[src/hw/dio_map.vh]
/*
  Register map, field positions and reset values of the digital I/O input
  status and bidirectional port block. Included by the design files.
  Assumes 16-bit word addresses on the peripheral bus.
*/
`ifndef DIO_MAP_VH
`define DIO_MAP_VH

// ----------------------------------------------------------------------------
// Address map
// ----------------------------------------------------------------------------
`define FRAME_BASE        16'h7090
`define FRAME_LAST        16'h709f
`define ADDR_STATUS_A     16'h7094
`define ADDR_STATUS_B     16'h7096
`define ADDR_PORT_A       16'h7098
`define ADDR_PORT_B       16'h709a
`define ADDR_PORT_C       16'h709c
`define ADDR_PORT_D       16'h709e

// ----------------------------------------------------------------------------
// Fields and reset values
// ----------------------------------------------------------------------------
`define DIR_MSB           15
`define DIR_LSB           8
`define DATA_MSB          7
`define DATA_LSB          0
`define PORT_RESET        16'h0000
`define STATUS_RESET      16'h0000
`define READ_ZERO         16'h0000
`define DIR_RESET         8'h00
`define DATA_RESET        8'h00

// ----------------------------------------------------------------------------
// Address bits
// ----------------------------------------------------------------------------
`define WORD_ALIGN_BIT    0
`define PORT_SEL_MSB      2
`define PORT_SEL_LSB      1

`endif

[src/hw/dio_ports.v]
/*
  Digital I/O block: two 16-bit input status registers and four 8-pin
  bidirectional data/direction port registers on the 16-bit peripheral bus.
  Status lines and port pins pass a two-flop synchroniser before any read.
  Assumes a synchronous single-cycle bus: address, read and write strobes
  sampled on ref_clk; read data is registered and valid the cycle after rd_en.
  Assumes clk_en low freezes the whole block, bus strobes included.
  Assumes pins of port A sit in bits 7:0 of the pin vectors, B in 15:8,
  C in 23:16 and D in 31:24; an active-low enable marks a driven pin.
  Pins and status lines are asynchronous to ref_clk.
*/
`timescale 1ns/1ps
`include "dio_map.vh"

// How it works
// - Status word A at 7094h reads 1 per bit where its input line is high, 0 where low.
// - Status word B at 7096h reports a second group of sixteen input lines the same way.
// - In each port register bits 15-8 set per-pin direction, 0 input and 1 output.
// - With direction 0 a data bit read returns the present pin level.
// - With direction 1 the data bit is the level driven onto the pin.
// - Four identical ports A to D, pin n direction at bit n+8 and data at bit n.
// - Reset clears every direction and data field so all pins start as inputs.
// - Registers are 16-bit words in data space within the frame 7090h to 709Fh.
module dio_ports #(
  parameter NPORTS = 4,
  parameter PINS   = 8
) (
  input  wire                   ref_clk,
  input  wire                   rst,
  input  wire                   clk_en,
  input  wire [15:0]            addr,
  input  wire                   wr_en,
  input  wire                   rd_en,
  input  wire [15:0]            wr_data,
  output reg  [15:0]            rd_data,
  output reg                    rd_valid,
  input  wire [15:0]            status_a_bits,
  input  wire [15:0]            status_b_bits,
  input  wire [NPORTS*PINS-1:0] port_pin_in,
  output reg  [NPORTS*PINS-1:0] port_pin_out,
  output reg  [NPORTS*PINS-1:0] port_pin_oe_n
);

  // --------------------------------------------------------------------------
  // Synchronisers
  // --------------------------------------------------------------------------
  wire [15:0]            status_a_sync;
  wire [15:0]            status_b_sync;
  wire [NPORTS*PINS-1:0] pin_sync_lvl;

  pin_sync #(.WIDTH(16)) sync_a (
    .ref_clk  (ref_clk),
    .rst      (rst),
    .clk_en   (clk_en),
    .async_in (status_a_bits),
    .sync_out (status_a_sync)
  );

  pin_sync #(.WIDTH(16)) sync_b (
    .ref_clk  (ref_clk),
    .rst      (rst),
    .clk_en   (clk_en),
    .async_in (status_b_bits),
    .sync_out (status_b_sync)
  );

  pin_sync #(.WIDTH(NPORTS*PINS)) sync_p (
    .ref_clk  (ref_clk),
    .rst      (rst),
    .clk_en   (clk_en),
    .async_in (port_pin_in),
    .sync_out (pin_sync_lvl)
  );

  // --------------------------------------------------------------------------
  // Sizes
  // --------------------------------------------------------------------------
  localparam PIN_COUNT = NPORTS * PINS;
  localparam WORD_W    = 2 * PINS;

  // --------------------------------------------------------------------------
  // Address decode
  // --------------------------------------------------------------------------
  // Odd or out-of-frame addresses match nothing: writes drop, reads give zero
  wire              in_frame;
  wire              word_aligned;
  wire              hit_status_a;
  wire              hit_status_b;
  wire              hit_port;
  wire [1:0]        port_sel;
  wire [NPORTS-1:0] port_onehot;
  wire              bus_write;
  wire              bus_read;

  assign in_frame     = (addr >= `FRAME_BASE) && (addr <= `FRAME_LAST);
  assign word_aligned = !addr[`WORD_ALIGN_BIT];
  assign hit_status_a = in_frame && (addr == `ADDR_STATUS_A);
  assign hit_status_b = in_frame && (addr == `ADDR_STATUS_B);
  assign hit_port     = in_frame && word_aligned &&
                        (addr >= `ADDR_PORT_A) && (addr <= `ADDR_PORT_D);
  assign port_sel     = addr[`PORT_SEL_MSB:`PORT_SEL_LSB];
  assign port_onehot  = {{(NPORTS-1){1'b0}}, 1'b1} << port_sel;
  assign bus_write    = clk_en && wr_en;
  assign bus_read     = clk_en && rd_en;

  // --------------------------------------------------------------------------
  // Write strobes
  // --------------------------------------------------------------------------
  // Status words have no storage, so a write there is simply dropped
  wire [NPORTS-1:0] port_wr;

  assign port_wr = {NPORTS{bus_write && hit_port}} & port_onehot;

  // --------------------------------------------------------------------------
  // Status words
  // --------------------------------------------------------------------------
  wire [15:0] status_a_word;
  wire [15:0] status_b_word;

  assign status_a_word = status_a_sync;
  assign status_b_word = status_b_sync;

  // --------------------------------------------------------------------------
  // Port registers
  // --------------------------------------------------------------------------
  wire [PIN_COUNT-1:0]     dir_flat;
  wire [PIN_COUNT-1:0]     data_flat;
  wire [NPORTS*WORD_W-1:0] port_word_flat;
  genvar                   k;

  generate
    for (k = 0; k < NPORTS; k = k + 1) begin : g_port
      reg  [PINS-1:0]   pin_direction_bits_ff;
      reg  [PINS-1:0]   pin_data_bits_ff;
      wire [PINS-1:0]   pin_lvl;
      wire [PINS-1:0]   data_view;
      wire [WORD_W-1:0] rd_word;

      // One write sets direction and data together, so a pin turned to
      // output never drives a stale level for a cycle
      always @(posedge ref_clk or posedge rst) begin
        if (rst) begin
          pin_direction_bits_ff <= `DIR_RESET;
          pin_data_bits_ff      <= `DATA_RESET;
        end else if (port_wr[k]) begin
          pin_direction_bits_ff <= wr_data[`DIR_MSB:`DIR_LSB];
          pin_data_bits_ff      <= wr_data[`DATA_MSB:`DATA_LSB];
        end
      end

      // Input pins show the synchronised level, output pins the stored value
      assign pin_lvl   = pin_sync_lvl[k*PINS +: PINS];
      assign data_view = (pin_direction_bits_ff & pin_data_bits_ff) |
                         (~pin_direction_bits_ff & pin_lvl);
      assign rd_word   = {pin_direction_bits_ff, data_view};

      assign dir_flat[k*PINS +: PINS]           = pin_direction_bits_ff;
      assign data_flat[k*PINS +: PINS]          = pin_data_bits_ff;
      assign port_word_flat[k*WORD_W +: WORD_W] = rd_word;
    end
  endgenerate

  // --------------------------------------------------------------------------
  // Pin drive
  // --------------------------------------------------------------------------
  // Registered so outputs come straight from flops; costs one cycle of latency
  always @(posedge ref_clk or posedge rst) begin
    if (rst) begin
      port_pin_out  <= {PIN_COUNT{1'b0}};
      port_pin_oe_n <= {PIN_COUNT{1'b1}};
    end else if (clk_en) begin
      port_pin_out  <= data_flat;
      port_pin_oe_n <= ~dir_flat;
    end
  end

  // --------------------------------------------------------------------------
  // Read path
  // --------------------------------------------------------------------------
  // Source picked first so the priority of the decode lives in one place
  localparam [1:0] SRC_NONE     = 2'b00;
  localparam [1:0] SRC_STATUS_A = 2'b01;
  localparam [1:0] SRC_STATUS_B = 2'b10;
  localparam [1:0] SRC_PORT     = 2'b11;

  reg [1:0]  rd_src;
  reg [15:0] nxt_rd_data;

  always @* begin
    rd_src = SRC_NONE;
    if (hit_status_a) begin
      rd_src = SRC_STATUS_A;
    end else if (hit_status_b) begin
      rd_src = SRC_STATUS_B;
    end else if (hit_port) begin
      rd_src = SRC_PORT;
    end
  end

  always @* begin
    nxt_rd_data = `READ_ZERO;
    case (rd_src)
      SRC_STATUS_A: nxt_rd_data = status_a_word;
      SRC_STATUS_B: nxt_rd_data = status_b_word;
      SRC_PORT:     nxt_rd_data = port_word_flat[port_sel*WORD_W +: WORD_W];
      default:      nxt_rd_data = `READ_ZERO;
    endcase
  end

  // rd_data holds the last read so a slow master may pick it up late
  always @(posedge ref_clk or posedge rst) begin
    if (rst) begin
      rd_data  <= `READ_ZERO;
      rd_valid <= 1'b0;
    end else if (clk_en) begin
      rd_valid <= rd_en;
      if (bus_read) begin
        rd_data <= nxt_rd_data;
      end
    end
  end

endmodule // dio_ports

[src/hw/pin_sync.v]
/*
  Two-flop synchroniser for a bus of asynchronous levels.
  Assumes the clock enable gates all state, reset is asynchronous active high.
*/
`timescale 1ns/1ps
`include "dio_map.vh"

module pin_sync #(
  parameter WIDTH = 16
) (
  input  wire             ref_clk,
  input  wire             rst,
  input  wire             clk_en,
  input  wire [WIDTH-1:0] async_in,
  output reg  [WIDTH-1:0] sync_out
);

  reg [WIDTH-1:0] meta_ff;

  // First stage feeds only the second stage
  always @(posedge ref_clk or posedge rst) begin
    if (rst) begin
      meta_ff  <= {WIDTH{1'b0}};
      sync_out <= {WIDTH{1'b0}};
    end else if (clk_en) begin
      meta_ff  <= async_in;
      sync_out <= meta_ff;
    end
  end

endmodule // pin_sync

[config.mk]
export PLATFORM = sky130hd
export DESIGN_NAME = dio_ports
export DESIGN_NICKNAME = d
export VERILOG_FILES = /design/src/hw/dio_ports.v /design/src/hw/pin_sync.v
export VERILOG_INCLUDE_DIRS = /design/src /design/src/hw
export SDC_FILE = /design/constraint.sdc
export NUM_CORES = 1
export LEC_CHECK = 0
export BUFFER_PORTS_ARGS = -buffer_cell sky130_fd_sc_hd__buf_2
export CAP_MARGIN = 20
export CELL_PAD_IN_SITES_DETAIL_PLACEMENT = 1
export CELL_PAD_IN_SITES_GLOBAL_PLACEMENT = 1
export CORE_ASPECT_RATIO = 1.5
export CORE_MARGIN = 1
export CORE_UTILIZATION = 35
export DETAILED_ROUTE_END_ITERATION = 12
export GPL_TIMING_DRIVEN = 1
export PLACE_DENSITY = 0.58
export SYNTH_ARGS = -nofsm -noshare
export SYNTH_HDL_FRONTEND = slang
export SYNTH_SLANG_ARGS = --single-unit
[constraint.sdc]
create_clock -name ref_clk -period 9.35 [get_ports ref_clk]
set_clock_uncertainty 0.1 [all_clocks]
set_input_delay 0.935 -clock ref_clk [delete_from_list [all_inputs] [get_ports ref_clk]]
set_output_delay 0.935 -clock ref_clk [all_outputs]
set_load 0.005 [all_outputs]
==> impl_metrics.yaml <==
outcome:
  run_status: "finished clean"
sta:
  grt_setup_unrepaired: "false"
  setup-violations-final: 0
  slew_violations: 0
  period_share: 0.372
  slew_headroom: 0.363
  hold_violations: 0
  worst_slew_pin_slew_ns: 0.955
  timing.hold.ws_ns: 0.261
  worst_slack_ns: 5.87
  fmax_ghz: 0.287
  period_minus_slack_ns: 3.48
  tns_ns: 0
final_layout:
  area_growth_pct: 21.3
  final_area_um2: 13700
  fin_nets: 1024
  diodes: 0
  drive_gt1_frac: 0.572
  finalNonFillerCells: 1355
critical_path:
  endpoint: "g_port[3].pin_data_bits_ff[5]"
  ff2ff_path_depth: 4
  crit_required_ns: 9.68
  cp-start-kind: "input pin"
  worstSetupPathType: "input pin to register"
  reg2reg_from: "g_port[0].pin_direction_bits_ff[1]"
  cp_max_fo: 74
  rr_endpoint: "rd_data[1]"
  arrival_ns: 3.81
  crit_path_end_kind: "register"
  reg2reg_slack_ns: 7.69
  cp-startpoint: "clk_en"
worst_hold_path:
  holdCritPathClass: "input pin to asynchronous set/reset pin"
cts:
  cts_hold_buf: 0
  post_cts_resized: 0
  cts.htree.levels: 1
  cts_made_buffers: 28
  post_cts_buffers: 0
  insertion_delay_ns: 0.55
  cts_sinks: 273
  root_buffer: "clkbuf_16"
  cts_tree: "built"
  clockBufferDepth: 3
  clk_pin_slew_ns: 0.06
global_route:
  grt_use_total: 0.187
  antenna_found_initial: 0
  grt_start_max_net_pins: 143
  grt_pass1_wl_mm: 45.9
  grt_pass1_vias: 7423
  overflow: 0
placement:
  dpl_cell_area_um2: 12700
  dp_slack_ns: 5.23
  place_congestion: 0.738
  place.port_buffers: 181
  dpl.hpwl_mm: 21.0
  dp.cells: 1300
yosys:
  ys_warn_count: 0
  synth_area_leaders: "dfrtp_1, mux2_2, dfstp_2, mux2i_1, mux4_2"
  yosys-top-cells-count: "mux2_2, dfrtp_1, mux2i_1"
  synth_top_family_by_area: "multiplexers"
  synth_xor_area_frac: 0
  synth_simple_gate_area_share: 0.0155
  yosysTopAreaCell: "dfrtp_1"
  synthAdderAreaFrac: 0
  yosysSeqAreaShare: 0.607
  ys.flop_type: "dfrtp_1"
  yosysMostFrequentCell: "mux2_2"
  yosys.area.top_type_share: 0.533
  ys_ff_latch: 273
  synth_area_um2: 11300
  synth_edf_count: 0
  netlist-cell-type-count: 32
  synth_compound_area_frac: 0.0312
  synthCells: 739
  async_flop_share: 1.00
  synth_fp_nets: 840
  synthMuxAreaShare: 0.316
  syn_avg_cell_area_um2: 15.3
routing:
  ant_nets: 0
  dr.pass1.iters: 4
  wl_per_cell_um: 22.2
  drt_iter0_drc: 235
  drc_errors: 0
  vias: 6788
  viasPerCell: 5.01
  wirelength_mm: 30.1
floorplan:
  die_y_um: 222
  start_util: 0.355
  dieArea_um2: 33100
  rows: 80
  die_w_um: 149
  core_um2: 31800
  pin_count: 182
pwr:
  peakVddDrop_uv: 117
  p_leak_nw: 6.62
  cellPowerDensity_nw_per_um2: 199
run:
  maxCapViolCount: 0
==> registers in the layout, indices dropped and copies added, names as in the netlist <==
signal,count
g_port.pin_data_bits_ff,32
rd_data,16
sync_p.sync_out,32
sync_b.meta_ff,16
sync_p.meta_ff,32
port_pin_oe_n,32
port_pin_out,32
g_port.pin_direction_bits_ff,32
sync_a.meta_ff,16
rd_valid,1
sync_a.sync_out,16
sync_b.sync_out,16
==> how the worst min path moves through the flow <==
stage	depth (start not counted)	start	slack (ns)	endpoint
2_1_floorplan	1	g_port[3].pin_direction_bits_ff[1]	0.33	port_pin_oe_n[25]
3_3_place_gp	2	port_pin_oe_n[30]	0.35	port_pin_oe_n[30]
3_5_place_dp	2	port_pin_oe_n[15]	0.35	port_pin_oe_n[15]
4_1_cts	2	port_pin_oe_n[27]	0.37	port_pin_oe_n[27]
5_1_grt	2	rst	0.27	sync_a.meta_ff[13]
6_report	2	rst	0.26	sync_a.meta_ff[13]
==> metrics by stage <==
step	power (W)	utilization
6_report	0.00273	0.431
2_1_floorplan	0.00144	-
5_1_grt	0.00284	0.431
4_1_cts	0.00277	0.429
3_3_place_gp	0.00153	0.398
3_5_place_dp	0.00153	0.398
==> per-layer routing <==
metal,global-route usage,vias to the layer above,share of wire
met5,0,-,0
met4,0.0431,0,0.015
met3,0.0246,28,0.044
met2,0.344,169,0.54
met1,0.227,3568,0.40
li1,-,3023,-
==> area by class of cell <==
cell class / count / area [um^2]
inverters: 45 / 176
flip-flops and latches: 273 / 6870
clock buffers: 33 / 761
multi-input cells: 384 / 4110
clock inverters: 19 / 255
repair buffers: 191 / 1030
well taps: 410 / 513
fillers: 3305 / 18100
==> kinds of logic after synthesis <==
kind of cell | count (synthesis)
multiplexers | 312
flip-flops | 273
buffers and inverters | 82
AO/OA/AOI/OAI | 49
AND/OR/NAND/NOR | 23
==> cell usage in the layout (no fill, tap or decap), types with 3 or more instances in the layout <==
cell        Yosys  final
bufinv_16       0      6
a22oi_1         9      9
mux4_2          8      8
a32oi_1        15     15
inv_1          45     44
nand2_1         3      3
mux2_2        244    244
o221ai_1        7      7
buf_2           2    180
o21ai_0        17     17
mux2i_1        50     50
mux2_4         10     10
clkinvlp_4      0      4
buf_4           0      6
dfrtp_1       241    241
dfstp_2        32     32
clkbuf_16       0     29
clkbuf_8        0      3
clkinv_2        0      9
==> power by group <==
group          total [W]  switching, W  internal (W)
registers        0.00129     0.0000398       0.00125
logic           0.000214      0.000105      0.000109
clock network    0.00123      0.000480      0.000747
==> critical path, cell delays in order <==
cell and delay (ns):
clkbuf_8 0.53, buf_4 0.87, nand4b_1 0.38, or4_4 0.70
mux2_4 0.36
Power figures use the tool's default switching activity.
